**src/verilog/clock_select_pkg.sv**
```systemverilog
// Constants, register map and types for the sample clock source selector
package clock_select_pkg;

    // ========================================================================
    // Register indices (byte address is four times the index)
    localparam logic [15:0] IDX_DIVIDER     = 16'h4E48;  // External clock divider
    localparam logic [15:0] IDX_EXT_SELECT  = 16'h4E84;  // External clock select
    localparam logic [15:0] IDX_TERMINATION = 16'h4E98;  // Clock input termination
    localparam logic [15:0] IDX_RANGE       = 16'h4EA2;  // External clock range
    localparam logic [15:0] IDX_REFERENCE   = 16'h4EAC;  // PLL reference source
    localparam logic [15:0] IDX_STATUS      = 16'h4EB6;  // Block status, read only

    // ========================================================================
    // Bus constants
    localparam int          ADDR_W        = 18;          // Decoded address bits
    localparam logic [1:0]  HTRANS_NONSEQ = 2'b10;       // Transfer type bit 1
    localparam logic        HRESP_OKAY    = 1'b0;        // Only response used

    // ========================================================================
    // Reset values
    localparam logic [31:0] DIVIDER_RESET     = 32'h0000_0001;  // Divide by one
    localparam logic [31:0] EXT_SELECT_RESET  = 32'h0000_0000;  // Internal clock
    localparam logic [31:0] TERMINATION_RESET = 32'h0000_0000;  // High impedance
    localparam logic [31:0] RANGE_RESET       = 32'h0000_0002;  // Single range
    localparam logic [31:0] REFERENCE_RESET   = 32'h0000_0000;  // Internal reference

    // ========================================================================
    // Range codes, one-hot
    localparam logic [31:0] RANGE_SINGLE  = 32'h0000_0002;  // Single
    localparam logic [31:0] RANGE_BURST_S = 32'h0000_0004;  // Burst S
    localparam logic [31:0] RANGE_BURST_M = 32'h0000_0008;  // Burst M
    localparam logic [31:0] RANGE_BURST_L = 32'h0000_0010;  // Burst L
    localparam logic [31:0] range_code_burst_xlarge = 32'h0000_0020;  // Burst XL
    localparam int          RANGE_LSB     = 1;              // Lowest one-hot bit
    localparam int          RANGE_W       = 5;              // Number of ranges

    // ========================================================================
    // Reference source codes
    localparam logic [31:0] REF_INTERNAL_CODE        = 32'h0000_0000;  // Internal
    localparam logic [31:0] backplane_reference_code = 32'hFFFF_FFFF;  // Backplane

    // ========================================================================
    // Divider
    localparam int DIV_W = 11;  // Holds the largest ratio

    // ========================================================================
    // Status field positions
    localparam int ST_RUN      = 0;  // Board running
    localparam int ST_EXT      = 1;  // External clock in use
    localparam int ST_TERM     = 2;  // Termination switched on
    localparam int ST_REF_LSB  = 3;  // Reference source, two bits
    localparam int ST_CONN_IN  = 5;  // Connector used as an input
    localparam int ST_REJECT   = 6;  // Last range or divider write refused

    // PLL reference routing
    typedef enum logic [1:0] {
        REF_SRC_INTERNAL,
        REF_SRC_BACKPLANE,
        REF_SRC_CONNECTOR
    } ref_src_t;

    // True for every permitted divider ratio
    function automatic logic valid_ratio(input logic [31:0] r);
        case (r)
            32'h1, 32'h2, 32'h4, 32'h8, 32'hA, 32'h10, 32'h14, 32'h28, 32'h32,
            32'h50, 32'h64, 32'hC8, 32'h190, 32'h1F4, 32'h320, 32'h3E8,
            32'h7D0: valid_ratio = 1'b1;
            default: valid_ratio = 1'b0;
        endcase
    endfunction : valid_ratio

    // True for the five one-hot range codes
    function automatic logic valid_range(input logic [31:0] r);
        case (r)
            RANGE_SINGLE, RANGE_BURST_S, RANGE_BURST_M, RANGE_BURST_L,
            range_code_burst_xlarge: valid_range = 1'b1;
            default:                 valid_range = 1'b0;
        endcase
    endfunction : valid_range

endpackage : clock_select_pkg

```
**src/verilog/ext_sample_clock_select.sv**
```systemverilog
// Sample clock source selector with AHB-Lite register access
// Overview of operation
// - Select register picks external or internal clock
// - Termination on only while connector is input
// - External path works down to DC
// - Range accepts five one-hot codes only
// - Divide external clock by permitted ratio
// - Reference zero internal, minus one backplane
// - No phase alignment between boards promised
//
// Decided for this implementation: the AHB-Lite slave port.
`timescale 1ns/1ns
module ext_sample_clock_select
    import clock_select_pkg::*;
(
    // Clock and reset
    input  wire logic               hclk,
    input  wire logic               hresetn,
    // AHB-Lite slave
    input  wire logic               hsel,
    input  wire logic [31:0]        haddr,
    input  wire logic [1:0]         htrans,
    input  wire logic               hwrite,
    input  wire logic [2:0]         hsize,
    input  wire logic [31:0]        hwdata,
    input  wire logic               hready,
    output logic                    hreadyout,
    output logic [31:0]             hrdata,
    output logic                    hresp,
    // Board control and clock inputs
    input  wire logic               run,
    input  wire logic               ext_clk_in,
    input  wire logic               int_clk_tick,
    // Clock path outputs
    output logic                    sample_tick,
    output logic                    sample_clk,
    output logic                    term_enable,
    output logic                    connector_input,
    output logic [1:0]              pll_ref_select,
    output logic [RANGE_W-1:0]      ext_range_code
);

    // ========================================================================
    // Declarations
    // ========================================================================
    // Bus data phase
    logic              wr_pend_q;    // Write data phase pending
    logic              wr_pend_d;
    logic [15:0]       wr_idx_q;     // Register index of the write
    logic [15:0]       wr_idx_d;
    logic [31:0]       rdata_q;      // Read data register
    logic [31:0]       rdata_d;
    logic              addr_phase;   // Valid address phase this cycle
    logic [15:0]       ap_idx;       // Index decoded from haddr
    logic              ap_hit;       // Address is word aligned and in range

    // Software registers
    logic [31:0]       div_q,  div_d;     // Divider ratio
    logic [31:0]       ext_q,  ext_d;     // External select
    logic [31:0]       term_q, term_d;    // Termination request
    logic [31:0]       rng_q,  rng_d;     // Range code
    logic [31:0]       ref_q,  ref_d;     // Reference selection
    logic              rej_q,  rej_d;     // Last range or divider write refused

    // Active settings, copied while stopped
    logic              act_ext_q,  act_ext_d;
    logic [DIV_W-1:0]  act_div_q,  act_div_d;
    logic [RANGE_W-1:0] act_rng_q, act_rng_d;
    ref_src_t          act_ref_q,  act_ref_d;
    logic              act_term_q, act_term_d;
    ref_src_t          ref_decode;   // Reference decoded from register

    // Clock path
    logic              ext_prev_q;   // Previous external level
    logic              ext_edge;     // Rising edge of external clock
    logic              div_tick;     // Divided external tick
    logic              tick_q, tick_d;    // Registered sample tick
    logic              sclk_q, sclk_d;    // Sample clock level

    // ========================================================================
    // Address phase decode
    // ========================================================================
    // Byte address is four times the index; low bits must be zero
    always_comb
    begin
        addr_phase = hsel && htrans[1] && hready;
        ap_idx     = haddr[17:2];
        ap_hit     = (haddr[1:0] == 2'b00) && (haddr[31:ADDR_W] == '0);
    end

    // ========================================================================
    // Register file next values
    // ========================================================================
    always_comb
    begin
        div_d  = div_q;
        ext_d  = ext_q;
        term_d = term_q;
        rng_d  = rng_q;
        ref_d  = ref_q;
        rej_d  = rej_q;
        if (wr_pend_q)
        begin
            case (wr_idx_q)
                // Only permitted ratios are stored
                IDX_DIVIDER:
                begin
                    if (valid_ratio(hwdata))
                        div_d = hwdata;
                    rej_d = !valid_ratio(hwdata);
                end
                // Any non-zero value selects the external clock
                IDX_EXT_SELECT:  ext_d  = hwdata;
                IDX_TERMINATION: term_d = hwdata;
                // Only the five one-hot codes are stored
                IDX_RANGE:
                begin
                    if (valid_range(hwdata))
                        rng_d = hwdata;
                    rej_d = !valid_range(hwdata);
                end
                IDX_REFERENCE:   ref_d  = hwdata;
                // Status and unmapped words ignore writes
                default: ;
            endcase
        end
    end

    // ========================================================================
    // Bus phase next values and read mux
    // ========================================================================
    // Read data uses next register values so a write just before is seen
    always_comb
    begin
        wr_pend_d = addr_phase && hwrite && ap_hit;
        wr_idx_d  = addr_phase ? ap_idx : wr_idx_q;
        rdata_d   = rdata_q;
        if (addr_phase && !hwrite)
        begin
            rdata_d = 32'h0000_0000;
            if (ap_hit)
            begin
                case (ap_idx)
                    IDX_DIVIDER:     rdata_d = div_d;
                    IDX_EXT_SELECT:  rdata_d = ext_d;
                    IDX_TERMINATION: rdata_d = term_d;
                    IDX_RANGE:       rdata_d = rng_d;
                    IDX_REFERENCE:   rdata_d = ref_d;
                    // Live state of the block
                    IDX_STATUS:
                    begin
                        rdata_d[ST_RUN]               = run;
                        rdata_d[ST_EXT]               = act_ext_q;
                        rdata_d[ST_TERM]              = term_enable;
                        rdata_d[ST_REF_LSB +: 2]      = act_ref_q;
                        rdata_d[ST_CONN_IN]           = connector_input;
                        rdata_d[ST_REJECT]            = rej_d;
                    end
                    // Unmapped words read as zero
                    default: rdata_d = 32'h0000_0000;
                endcase
            end
        end
    end

    // Bus and register file flops
    always_ff @(posedge hclk or negedge hresetn)
    begin
        if (!hresetn)
        begin
            wr_pend_q <= 1'b0;
            wr_idx_q  <= 16'h0000;
            rdata_q   <= 32'h0000_0000;
            div_q     <= DIVIDER_RESET;
            ext_q     <= EXT_SELECT_RESET;
            term_q    <= TERMINATION_RESET;
            rng_q     <= RANGE_RESET;
            ref_q     <= REFERENCE_RESET;
            rej_q     <= 1'b0;
        end
        else
        begin
            wr_pend_q <= wr_pend_d;
            wr_idx_q  <= wr_idx_d;
            rdata_q   <= rdata_d;
            div_q     <= div_d;
            ext_q     <= ext_d;
            term_q    <= term_d;
            rng_q     <= rng_d;
            ref_q     <= ref_d;
            rej_q     <= rej_d;
        end
    end

    // ========================================================================
    // Active settings
    // ========================================================================
    // Zero is internal, minus one backplane, anything else the connector
    always_comb
    begin
        if (ref_q == REF_INTERNAL_CODE)
            ref_decode = REF_SRC_INTERNAL;
        else if (ref_q == backplane_reference_code)
            ref_decode = REF_SRC_BACKPLANE;
        else
            ref_decode = REF_SRC_CONNECTOR;
    end

    // Settings follow the registers only while the board is stopped
    always_comb
    begin
        act_ext_d  = act_ext_q;
        act_div_d  = act_div_q;
        act_rng_d  = act_rng_q;
        act_ref_d  = act_ref_q;
        act_term_d = act_term_q;
        if (!run)
        begin
            act_ext_d  = (ext_q != 32'h0000_0000);
            act_div_d  = div_q[DIV_W-1:0];
            act_rng_d  = rng_q[RANGE_LSB +: RANGE_W];
            act_ref_d  = ref_decode;
            act_term_d = (term_q != 32'h0000_0000);
        end
    end

    // Active settings flops
    always_ff @(posedge hclk or negedge hresetn)
    begin
        if (!hresetn)
        begin
            act_ext_q  <= 1'b0;
            act_div_q  <= DIVIDER_RESET[DIV_W-1:0];
            act_rng_q  <= RANGE_RESET[RANGE_LSB +: RANGE_W];
            act_ref_q  <= REF_SRC_INTERNAL;
            act_term_q <= 1'b0;
        end
        else
        begin
            act_ext_q  <= act_ext_d;
            act_div_q  <= act_div_d;
            act_rng_q  <= act_rng_d;
            act_ref_q  <= act_ref_d;
            act_term_q <= act_term_d;
        end
    end

    // ========================================================================
    // External clock divider
    // ========================================================================
    // Held cleared while the internal clock is chosen
    ratio_divider u_divider (
        .clk      (hclk),
        .rst_n    (hresetn),
        .clear    (!act_ext_q),
        .ratio    (act_div_q),
        .tick_in  (ext_edge),
        .tick_out (div_tick)
    );

    // ========================================================================
    // Sample clock path
    // ========================================================================
    // Edge detect only, no minimum rate so slow clocks still pass
    always_comb
    begin
        ext_edge = ext_clk_in && !ext_prev_q;
        tick_d   = act_ext_q ? div_tick : int_clk_tick;
        sclk_d   = sclk_q ^ tick_d;
    end

    // Clock path flops; source only changes while stopped, so no runt pulse
    always_ff @(posedge hclk or negedge hresetn)
    begin
        if (!hresetn)
        begin
            ext_prev_q <= 1'b0;
            tick_q     <= 1'b0;
            sclk_q     <= 1'b0;
        end
        else
        begin
            ext_prev_q <= ext_clk_in;
            tick_q     <= tick_d;
            sclk_q     <= sclk_d;
        end
    end

    // ========================================================================
    // Outputs
    // ========================================================================
    always_comb
    begin
        hreadyout       = 1'b1;
        hresp           = HRESP_OKAY;
        hrdata          = rdata_q;
        sample_tick     = tick_q;
        sample_clk      = sclk_q;
        pll_ref_select  = act_ref_q;
        ext_range_code  = act_rng_q;
        // Connector is an input for external clock or external reference
        connector_input = act_ext_q || (act_ref_q == REF_SRC_CONNECTOR);
        term_enable     = act_term_q && connector_input;
    end

endmodule : ext_sample_clock_select

```
**src/verilog/ratio_divider.sv**
```systemverilog
// Edge counter that passes one tick out of every programmed ratio
`timescale 1ns/1ns
module ratio_divider
    import clock_select_pkg::*;
(
    // Clock and reset
    input  wire logic             clk,
    input  wire logic             rst_n,
    // Control
    input  wire logic             clear,
    input  wire logic [DIV_W-1:0] ratio,
    // Ticks
    input  wire logic             tick_in,
    output logic                  tick_out
);

    logic [DIV_W-1:0] count_q;  // Ticks seen since last output
    logic [DIV_W-1:0] count_d;  // Next count

    // ========================================================================
    // Count next value
    // Wraps at ratio minus one and emits a pulse there
    always_comb
    begin
        count_d  = count_q;
        tick_out = 1'b0;
        if (clear)
        begin
            count_d = '0;
        end
        else if (tick_in)
        begin
            if (count_q >= ratio - DIV_W'(1))
            begin
                count_d  = '0;
                tick_out = 1'b1;
            end
            else
            begin
                count_d = count_q + DIV_W'(1);
            end
        end
    end

    // Count register
    always_ff @(posedge clk or negedge rst_n)
    begin
        if (!rst_n)
            count_q <= '0;
        else
            count_q <= count_d;
    end

endmodule : ratio_divider

```
**config.mk**
```make
export PLATFORM = sky130hd
export DESIGN_NAME = ext_sample_clock_select
export DESIGN_NICKNAME = d
export VERILOG_FILES = /design/src/verilog/clock_select_pkg.sv /design/src/verilog/ext_sample_clock_select.sv /design/src/verilog/ratio_divider.sv
export SDC_FILE = /design/constraint.sdc
export NUM_CORES = 1
export LEC_CHECK = 0
export BUFFER_PORTS_ARGS = -buffer_cell sky130_fd_sc_hd__buf_2
export CORE_MARGIN = 2
export CORE_UTILIZATION = 42
export DETAILED_ROUTE_END_ITERATION = 7
export REMOVE_ABC_BUFFERS = 1
export SETUP_SLACK_MARGIN = 0.4
export SLEW_MARGIN = 40
export SYNTH_ARGS = -nofsm -noshare
export SYNTH_HDL_FRONTEND = slang
export SYNTH_SLANG_ARGS = --single-unit
```
**constraint.sdc**
```tcl
create_clock -name hclk -period 3.31 [get_ports hclk]
set_input_delay 0.331 -clock hclk [delete_from_list [all_inputs] [get_ports hclk]]
set_output_delay 0.331 -clock hclk [all_outputs]
set_load 0.1 [all_outputs]
```
==> qor.yml, run 1 <==
synthesis:
  ys_types: 59
  synth_ff_type: "dfrtp_1"
  synth_top_area_share_pct: 53.90
  synth_edf_count: 0
  async_flop_share_pct: 100.0
  synth-simple-area-share_pct: 13.58
  synthAdderAreaFrac_pct: 1.460
  avgSynthCellArea_sq_um: 12.26
  yosys-top-cells-area: "dfrtp_1 (54%), mux2_2 (13%), a22o_1 (2.6%), nor4_1 (2.1%), and2_1 (2.0%)"
  synthCells: 909
  synthMuxAreaShare_pct: 14.72
  synth_area_sq_mm: 0.01114
  ys_warn_count: 0
  synth_top_family_by_area: "multiplexers"
  yosys.area.top_type: "dfrtp_1"
  postSynthRegisterBits: 244
  synthXorXnorAreaFrac_pct: 1.022
  synth_compound_area_share_pct: 11.99
  yosysSeqAreaShare_pct: 54.85
routing:
  num_vias: 7945
  avgRoutedWirePerCell_microns: 20.56
  drtIter0Drc: 597
  wl_met1_microns: 13610
  first_pass_iters: 4
  ant_nets: 0
  maxUsedRoutingLayer: "met4"
  via_per_inst: 5.683
  wl_met2_microns: 13220
  drcViolationCount: 0
  wirelength_microns: 28740
  wl_met3_microns: 1462
power:
  comb_power_share_pct: 6.4
  leakagePower_uw: 0.006293
  p_int_uw: 5167
  switchingPower_uw: 1553
  seq_power_share_pct: 47.1
  clockPowerShare_pct: 46.5
  switching_share_pct: 23.11
  irDropWorstVdd_v: 0.0003909
  powerDensity_mw_per_mm2: 497.6
final_layout:
  instances_no_fill: 1398
  drive_gt1_share_pct: 36.31
  layout_common_cells: "dfrtp_1 (238), mux2_2 (133), buf_2 (115)"
  nets: 1135
  mostFrequentLayoutCell: "dfrtp_1"
  syn2layout_area_growth_pct: 21.20
  antennaDiodeCount: 0
global_routing:
  gr-total-overflow: 0
  grt_use_total_pct: 20.70
  grt_pass1_wl_microns: 46240
  grt_antenna_before_repair: 0
  grt_max_degree: 101
  grt_pass1_vias: 8140
sta:
  timing.fmax_mhz: 340.0
  clock_skew_ns: 0.009769
  rsz0062_at_grt: "true"
  worst_pin_slew_ns: 0.6623
  min_period_over_period_pct: 88.85
  setup_viol: 0
  relSlewSlack_pct: 55.55
  hold_ws_ns: 0.03224
  period_minus_slack_ns: 2.941
  final.setup.tns_ns: 0
  hold_viol_final: 0
  slew_violations: 0
die:
  rows: 59
  initial_core_util_pct: 42.76
  die-area_sq_mm: 0.02785
  io_pins: 122
  core-area_sq_mm: 0.02606
  fp.dieH_microns: 166.9
  die_w_microns: 166.9
critical_path:
  critical_path_required_ns: 3.73
  path_max_fanout: 8
  start_kind: "register"
  endpoint_kind: "register"
  worstSetupPathType: "register to register"
  crit_arrival_ns: 3.36
outcome:
  status: "finished, final reports clean"
placed_design:
  dp.cells: 1337
  dp_hpwl_microns: 19900
  io_buffers: 115
  gp_congestion: 0.8462
clock_tree:
  cts_buffers: 27
  clock_sinks: 244
  htree_levels: 1
  clk_pin_slew_ns: 0.06
  cts_root_buffer: "clkbuf_16"
  cts_max_path_buffers: 3
  clock_latency_ns: 0.54
  cts_tree: "yes"
flow_run:
  cap_violations: 0
hold_path:
  hp-class: "input port to register"
==> layout make-up <==
type	instances	area (sq um)
clock buffer	39	800.8
clock inverter	8	130.1
fill	2337	12550
inverter	7	26.28
multi-input combinational	603	4969
sequential	244	6113
tap	335	419.2
timing repair buffer	162	1046
==> power by group through the flow <==
stage	clock, uW	sequential (uW)	combinational [uW]
floorplan	0	3210	194
global placement	0	3210	414
detailed placement	0	3210	421
CTS	3180	3160	430
global route	3300	3180	484
finish	3120	3160	433
==> registers in the layout, summed over array words and instances, names as in the netlist <==
name,cells
sample_tick,1
div_q,32
wr_pend_q,1
act_div_q,11
ref_q,32
hrdata,32
rej_q,1
ext_range_code,5
act_term_q,1
wr_idx_q,16
ext_prev_q,1
term_q,32
act_ext_q,1
pll_ref_select,2
ext_q,32
sample_clk,1
rng_q,32
u_divider.count_q,11
==> Yosys cell counts, types with 4 or more instances <==
cell type / instances
dfrtp_1: 240
mux2_2: 133
clkbuf_1: 41
nor4_1: 37
and2_1: 35
o21ai_0: 34
a22o_1: 33
nor2b_1: 30
nand2_1: 28
nor2_1: 28
a221oi_1: 24
a22oi_1: 23
nand4_1: 18
a21oi_1: 16
ha_1: 13
nor3_1: 12
a31oi_1: 11
nand2b_1: 11
nand3_1: 11
a221o_1: 9
buf_2: 8
mux2_4: 8
and3_1: 7
inv_1: 7
nand4b_1: 7
xor2_1: 7
a21o_1: 6
xnor2_1: 6
a221oi_2: 5
nor3b_1: 5
or4_1: 5
dfstp_2: 4
or3_1: 4
==> path summary, 6_finish.rpt <==
check / start / to / slack [ns] / cells past startpoint
setup / recovery: wr_idx_q[13] / hrdata[7] / 0.37 / 9
hold / removal: haddr[13] / wr_idx_q[11] / 0.03 / 2
setup reg to reg: wr_idx_q[13] / hrdata[7] / 0.37 / 9
hold reg to reg: sample_clk / sample_clk / 0.47 / 1
max in group asynchronous: hresetn / ref_q[24] / 2.11 / 4
min in group asynchronous: hresetn / u_divider.count_q[3] / 0.24 / 2
==> worst max-delay path: stages (launching register included) <==
cell and delay [ns]:
dfrtp_1 0.37, or4b_4 0.58, nand4bb_4 0.22, or3_4 0.39, buf_4 0.20, mux2_1 0.34, a22o_1 0.22, a221oi_2 0.17
nor2_1 0.07, a221o_1 0.26
==> stage by stage <==
stage,util [%],setup WS (ns),cell area (sq um),total power (uW)
after floorplan,-,-0.4344,10910,3404
after global placement,47.04,0.05336,12260,3626
after detailed placement,47.04,0.04686,12260,3636
after CTS,51.12,0.3397,13320,6770
after global routing,51.82,0.2733,13500,6959
final,51.82,0.3691,13500,6720
==> cells by family (layout without fill, tap and decap cells) <==
group	after synthesis	in the layout
adder cells (fa/ha/maj)	13	13
AO/OA/AOI/OAI	178	178
AND/OR/NAND/NOR	254	254
buffers and inverters	62	216
flip-flops	244	244
other	2	2
XOR/XNOR	13	13
multiplexers	143	143
==> what timing repair did <==
action                                 4_1_cts  5_1_grt
setup endpoints to repair                   33       35
endpoints found under the hold margin       97        0
resized for setup                           16       25
hold buffers                                 2        0
pin swaps                                    6        7
setup buffers                                2        6
gates cloned                                 1        2
==> per-layer routing <==
metal  vias up  GRT usage (%)
li1       3710              -
met1      4026          30.45
met2       176          32.30
met3        33          3.565
met4         0          4.348
met5         -              0
Power figures use the tool's default switching activity.
==> run 2: changes to the inputs <==
- ABC_AREA: not set -> 1
==> qor.yml, run 2 <==
critical_path:
  path_max_fanout: 6  # -2
  worst_path_most_repeated_cell: "nand2_2"
  worstSetupPathType: "register to register"
  critical_path_required_ns: 3.76  # +0.03 ns
  crit_path_max_incr_delay_ns: 0.39  # -0.19 ns
  start_kind: "register"
  reg2reg_to: "u_divider.count_q[2]"
  worst-r2r-setup-slack_ns: 0.42  # +0.05 ns
  endpoint_kind: "register"
  reg2reg_from: "act_div_q[1]"
  crit_arrival_ns: 3.34  # -0.02 ns
  startpoint: "act_div_q[1]"
  slowest_stage: "dfrtp_1"
  crit_chain: "inv_1 -> ha_2 -> nand2_2 -> or3_4 -> nor3_4 -> nand3_2 -> xor2_1 -> ha_1 -> nand2_4 -> nor2_4 -> nand2_2 -> o211ai_1 -> a31oi_2 -> buf_4 -> nand3_4 -> o22ai_1"
  rr_worst_depth: 16  # +7
synthesis:
  synth_edf_count: 0  # unchanged
  synth_top_area_share_pct: 49.44  # -4.5 points
  yosysSeqAreaShare_pct: 50.31  # -4.5 points
  yosysMostFrequentCell: "nand2_1"
  yosys.area.top_type: "dfrtp_1"
  ys_types: 43  # -27%
  synth_area_sq_mm: 0.01215  # +9.0%
  ys_warn_count: 0  # unchanged
  postSynthRegisterBits: 244  # unchanged
  synthCells: 1514  # +67%
  synth_ff_type: "dfrtp_1"
  synth_common_cells: "nand2_1 (499), dfrtp_1 (240), inv_1 (156)"
  yosys-top-cells-area: "dfrtp_1 (49%), nand2_1 (15%), inv_1 (4.8%), nor2_1 (4.0%), o21ai_2 (3.5%)"
  avgSynthCellArea_sq_um: 8.023  # -35%
  async_flop_share_pct: 100.0  # unchanged
clock_tree:
  htree_levels: 1  # unchanged
  cts_tree: "yes"
  clk_pin_slew_ns: 0.06  # about the same
  cts_max_path_buffers: 3  # unchanged
  clock_sinks: 244  # unchanged
  cts_buffers: 28  # +3.7%
  clock_latency_ns: 0.54  # about the same
  cts_root_buffer: "clkbuf_16"
routing:
  ant_nets: 0  # unchanged
  num_vias: 10092  # +27%
  wirelength_microns: 31280  # +8.8%
  via_per_inst: 4.935  # -13%
  first_pass_iters: 5  # +1
  drtIter0Drc: 622  # +4.2%
  avgRoutedWirePerCell_microns: 15.30  # -26%
  drcViolationCount: 0  # unchanged
hold_path:
  hp-start: "haddr[13]"
  hold_depth: 3  # +1
  hp-class: "input port to register"
  whs_endpoint: "wr_idx_q[11]"
sta:
  setup_ws_ns: 0.4218  # +0.05276 ns
  hold_viol_final: 0  # unchanged
  period_minus_slack_ns: 2.888  # -0.05276 ns
  timing.fmax_mhz: 346.2  # +1.8%
  relSlewSlack_pct: 58.61  # +3.1 points
  min_period_over_period_pct: 87.26  # -1.6 points
  rsz0062_at_grt: "true"
  slew_violations: 0  # unchanged
  final.setup.tns_ns: 0  # unchanged
  worst_pin_slew_ns: 0.6209  # -0.04135 ns
  clock_skew_ns: 0.01238  # +0.002608 ns
  setup_viol: 0  # unchanged
final_layout:
  nets: 1727  # +52%
  drive_gt1_share_pct: 18.89  # -17 points
  final_area_sq_mm: 0.01426  # +5.6%
  final_core_util_pct: 49.80  # -2.0 points
  syn2layout_area_growth_pct: 17.37
  mostFrequentLayoutCell: "nand2_1"
  layout_common_cells: "nand2_1 (495), dfrtp_1 (240), inv_1 (155)"
  n_fill_cell: 2810  # +20%
die:
  io_pins: 122  # unchanged
  rows: 62  # +5.1%
  fp.dieH_microns: 174.1  # +4.3%
  core-area_sq_mm: 0.02863  # +9.8%
  die_w_microns: 174.1  # +4.3%
  initial_core_util_pct: 42.43  # -0.32 points
  die-area_sq_mm: 0.03030  # +8.8%
placed_design:
  gp_congestion: 0.8701  # +2.8%
  dp_slack_ns: 0.07273  # +0.02588 ns
  dpl-instance-area_sq_mm: 0.01306  # +6.5%
  dp_hpwl_microns: 22130  # +11%
  io_buffers: 115  # unchanged
power:
  leakagePower_uw: 0.007541  # +20%
  powerDensity_mw_per_mm2: 471.3  # -5.3%
  power_uw: 6720  # about the same
  irDropWorstVdd_v: 0.0003323  # -15%
global_routing:
  grt_antenna_before_repair: 4  # +4
  grt_pass1_wl_microns: 51650  # +12%
  gr-total-overflow: 0  # unchanged
  grt_pass1_vias: 10009  # +23%
  grt_max_degree: 98  # -3.0%
  grt_use_total_pct: 20.98  # +0.28 points
flow_run:
  cap_violations: 0  # unchanged
outcome:
  status: "finished, final reports clean"
## run 2: cell types whose count changed after synthesis, sizes merged, moves of 72 or more
cell   delta
mux2    -143
nor2    +104
nand3    +72
inv     +159
nand2   +498
o21ai   +119
## run 2: cells by family after synthesis
logic type | Yosys count | share of synthesized area (%)
other | 2 | 0.06183
adder cells (fa/ha/maj) | 13 | 1.339
buffers and inverters | 222 | 8.117
AND/OR/NAND/NOR | 838 | 29.95
XOR/XNOR | 17 | 1.226
flip-flops | 244 | 50.31
AO/OA/AOI/OAI | 178 | 8.993
## run 2: final cells by class
class | count | area, sq um | share of cell area, %
inverters | 166 | 623.1 | 4.371
clock buffers | 39 | 803.3 | 5.635
flip-flops and latches | 244 | 6111 | 42.86
well taps | 384 | 480.5 | 3.370
repair buffers | 148 | 912.1 | 6.398
diodes | 4 | 10.01 | 0.07021
multi-input cells | 1049 | 5180 | 36.33
clock inverters | 11 | 136.4 | 0.9566
## run 2: critical path, delay by kind of cell, from the launching register on
family | cells | cell delay (ns)
XOR/XNOR | 1 | 0.15
AND/OR/NAND/NOR | 8 | 1.01
buffers and inverters | 2 | 0.24
AO/OA/AOI/OAI | 3 | 0.49
adder cells (fa/ha/maj) | 2 | 0.53
flip-flops | 1 | 0.39
## run 2: stage by stage
step                std cells  hold WS (ns)
floorplan                1458       0.03541
global placement         1977        0.4170
detailed placement       1977        0.4191
CTS                      2036     0.0007368
global route             2043       0.01817
finish                   2045       0.01391
## run 2: report_power, final
| part | switching (uW) | internal, uW | leakage, uW |
|---|---|---|---|
| clock network | 1240 | 1920 | 0.000464 |
| registers | 48.3 | 3040 | 0.00278 |
| logic | 331 | 136 | 0.00430 |
| total | 1620 | 5100 | 0.00754 |
## run 2: routing by layer
layer | global-route usage (%) | vias up | wire length (microns)
li1 | - | 5100 | -
met1 | 28.27 | 4753 | 14430
met2 | 35.67 | 186 | 14790
met3 | 2.865 | 53 | 1248
met4 | 5.567 | 0 | 813
met5 | 0 | - | 0
## run 2: timing repair
action                     CTS  global route
hold buffers                 2             0
pin swaps                    6            12
gates resized for setup     14            14
hold endpoints to repair    93             0
buffers inserted             6             4
cloned                       1             0
setup endpoints to repair   13            13
## run 2: worst max path at each step
stage | endpoint | depth (start not counted) | slack, ns
after floorplan | hrdata[2] | 8 | 0.35
after global placement | u_divider.count_q[6] | 15 | 0.21
after detailed placement | u_divider.count_q[6] | 15 | 0.07
after CTS | u_divider.count_q[2] | 15 | 0.39
after global routing | u_divider.count_q[2] | 16 | 0.24
final | u_divider.count_q[2] | 16 | 0.42
==> run 3: changes to the inputs <==
- PLACE_DENSITY_LB_ADDON: not set -> 0.12
==> qor.yml, run 3 (synthesis gave the netlist of run 2 again) <==
critical_path:
  crit_arrival_ns: 3.32  # -0.02 ns
  rr_worst_depth: 16  # unchanged
  worst-r2r-setup-slack_ns: 0.44  # +0.02 ns
  reg2reg_from: "act_div_q[1]"
  startpoint: "act_div_q[1]"
  reg2reg_to: "u_divider.count_q[6]"
  critical_path_required_ns: 3.76  # about the same
  path_max_fanout: 6  # unchanged
  worstSetupPathType: "register to register"
  start_kind: "register"
  endpoint_kind: "register"
final_layout:
  n_fill_cell: 2823  # +0.46%
  syn2layout_area_growth_pct: 17.20
  nets: 1721  # -0.35%
  mostFrequentLayoutCell: "nand2_1"
  drive_gt1_share_pct: 18.46  # -0.43 points
  layout_common_cells: "nand2_1 (497), dfrtp_1 (240), inv_1 (154)"
  final_core_util_pct: 49.73  # -0.070 points
  instances_no_fill: 2039  # -0.29%
routing:
  first_pass_iters: 5  # unchanged
  ant_nets: 0  # unchanged
  avgRoutedWirePerCell_microns: 15.52  # +1.4%
  wirelength_microns: 31640  # +1.2%
  drcViolationCount: 0  # unchanged
  drtIter0Drc: 690  # +11%
  via_per_inst: 4.901  # -0.69%
  num_vias: 9993  # -0.98%
flow_run:
  cap_violations: 0  # unchanged
global_routing:
  busiest_layer: "met2"
  met3_usage_pct: 2.756  # -0.11 points
  grt_max_degree: 97  # -1.0%
  gr-usage-met1_pct: 28.52  # +0.25 points
  grt_use_met2_pct: 35.92  # +0.25 points
  grt_pass1_vias: 9943  # -0.66%
  grt_antenna_before_repair: 3  # -1
  grt_pass1_wl_microns: 52030  # +0.74%
  gr-total-overflow: 0  # unchanged
  grt_use_total_pct: 21.24  # +0.26 points
clock_tree:
  cts_buffers: 27  # -3.6%
  cts_root_buffer: "clkbuf_16"
  clock_latency_ns: 0.54  # about the same
  htree_levels: 1  # unchanged
  clock_sinks: 244  # unchanged
  clk_pin_slew_ns: 0.06  # about the same
  cts_tree: "yes"
  cts_max_path_buffers: 3  # unchanged
power:
  irDropWorstVdd_v: 0.0003779  # +14%
  switchingPower_uw: 1587  # -2.3%
  clockPowerShare_pct: 47.5  # +0.4 points
  seq_power_share_pct: 45.7  # -0.3 points
  switching_share_pct: 23.49  # -0.67 points
  comb_power_share_pct: 6.8  # about the same
  power_uw: 6754  # +0.51%
  p_int_uw: 5167  # +1.4%
  leakagePower_uw: 0.007519  # -0.29%
  powerDensity_mw_per_mm2: 474.4  # +0.65%
placed_design:
  dp.cells: 1976  # -0.051%
  dp_hpwl_microns: 22310  # +0.83%
  gp_congestion: 0.8924  # +2.6%
  io_buffers: 115  # unchanged
die:
  die-area_sq_mm: 0.03030  # unchanged
  rows: 62  # unchanged
  io_pins: 122  # unchanged
  die_w_microns: 174.1  # unchanged
  fp.dieH_microns: 174.1  # unchanged
  initial_core_util_pct: 42.43  # unchanged
  core-area_sq_mm: 0.02863  # unchanged
sta:
  worst_pin_slew_ns: 0.7958  # +0.1749 ns
  relSlewSlack_pct: 46.46  # -12 points
  setup_viol: 0  # unchanged
  period_minus_slack_ns: 2.868  # -0.02053 ns
  min_period_over_period_pct: 86.64  # -0.62 points
  hold_viol_final: 0  # unchanged
  rsz0062_at_grt: "true"
  clock_skew_ns: 0.01731  # +0.004938 ns
  final.setup.tns_ns: 0  # unchanged
  timing.fmax_mhz: 348.7  # +0.72%
  slew_violations: 0  # unchanged
hold_path:
  hp-start: "haddr[15]"
  whs_endpoint: "wr_idx_q[13]"
  hold_depth: 3  # unchanged
  hp-class: "input port to register"
outcome:
  status: "finished, final reports clean"
==> run 3: cell count changes in the layout (fill, tap and decap cells not counted), moves of 2 or more <==
cell       previous run  this run
buf_4                25        20
clkbuf_1              6         9
clkbuf_16            29        27
clkbuf_8              4         8
clkinv_2              6         1
nand2_1             495       497
nand2_2              29        27
o22ai_1               8         3
o22ai_2               1         6
==> run 3: power by group through the flow <==
| stage | Sequential, uW | Combinational [uW] | Clock, uW |
|---|---|---|---|
| floorplan | 3160 | 224 | 0 |
| global placement | 3140 | 444 | 0 |
| detailed placement | 3140 | 449 | 0 |
| CTS | 3090 | 455 | 3290 |
| global route | 3090 | 522 | 3400 |
| finish | 3090 | 460 | 3210 |
==> run 3: final cells by class <==
type                            count  area (sq um)  share of cell area [%]
Sequential cell                   244          6111                   42.92
Multi-Input combinational cell   1049          5187                   36.44
Timing Repair Buffer              143         873.3                   6.135
Clock buffer                       44         819.5                   5.757
Inverter                          166         623.1                   4.377
Tap cell                          384         480.5                   3.375
Clock inverter                      6         133.9                  0.9404
Antenna cell                        3         7.507                 0.05273
==> run 3: metal layers <==
metal  vias to the layer above  share of wire (%)
met1                      4679                 46
met2                       173                 47
met4                         0                3.3
met3                        47                3.2
met5                         -                  0
li1                       5094                  -
==> run 3: repair_timing <==
item	CTS	global route
hold buffers	3	0
buffers inserted	1	4
pin swaps	1	5
endpoints found under the setup margin	12	13
cloned	1	0
resized for setup	4	24
hold endpoints to repair	91	0
==> run 3: metrics by stage <==
stage / setup WS, ns / area, sq um / hold WS, ns
after global placement: 0.1959 / 13050 / 0.4325
after global routing: 0.2634 / 14230 / 0.03956
final: 0.4423 / 14240 / 0.01924
after floorplan: 0.3474 / 11780 / 0.03541
after detailed placement: 0.1578 / 13050 / 0.4302
after CTS: 0.4076 / 14060 / 0.002413
==> run 3: worst max-delay path by stage <==
stage	to	slack [ns]
after detailed placement	u_divider.count_q[6]	0.16
after global placement	u_divider.count_q[6]	0.20
after global routing	u_divider.count_q[6]	0.26
after CTS	u_divider.count_q[7]	0.41
after floorplan	hrdata[2]	0.35
final	u_divider.count_q[6]	0.44
==> run 3: critical path, stage by stage (launching register included) <==
cell      delay [ns]
dfrtp_1         0.40
inv_2           0.08
ha_4            0.15
nand2_4         0.05
or3_4           0.35
nor3_4          0.21
nand3_2         0.09
xor2_1          0.15
ha_1            0.34
nand2_2         0.09
nor2_2          0.05
nand2_1         0.06
o211ai_1        0.10
a31oi_2         0.22
buf_4           0.16
nand3_4         0.13
o21ai_2         0.17
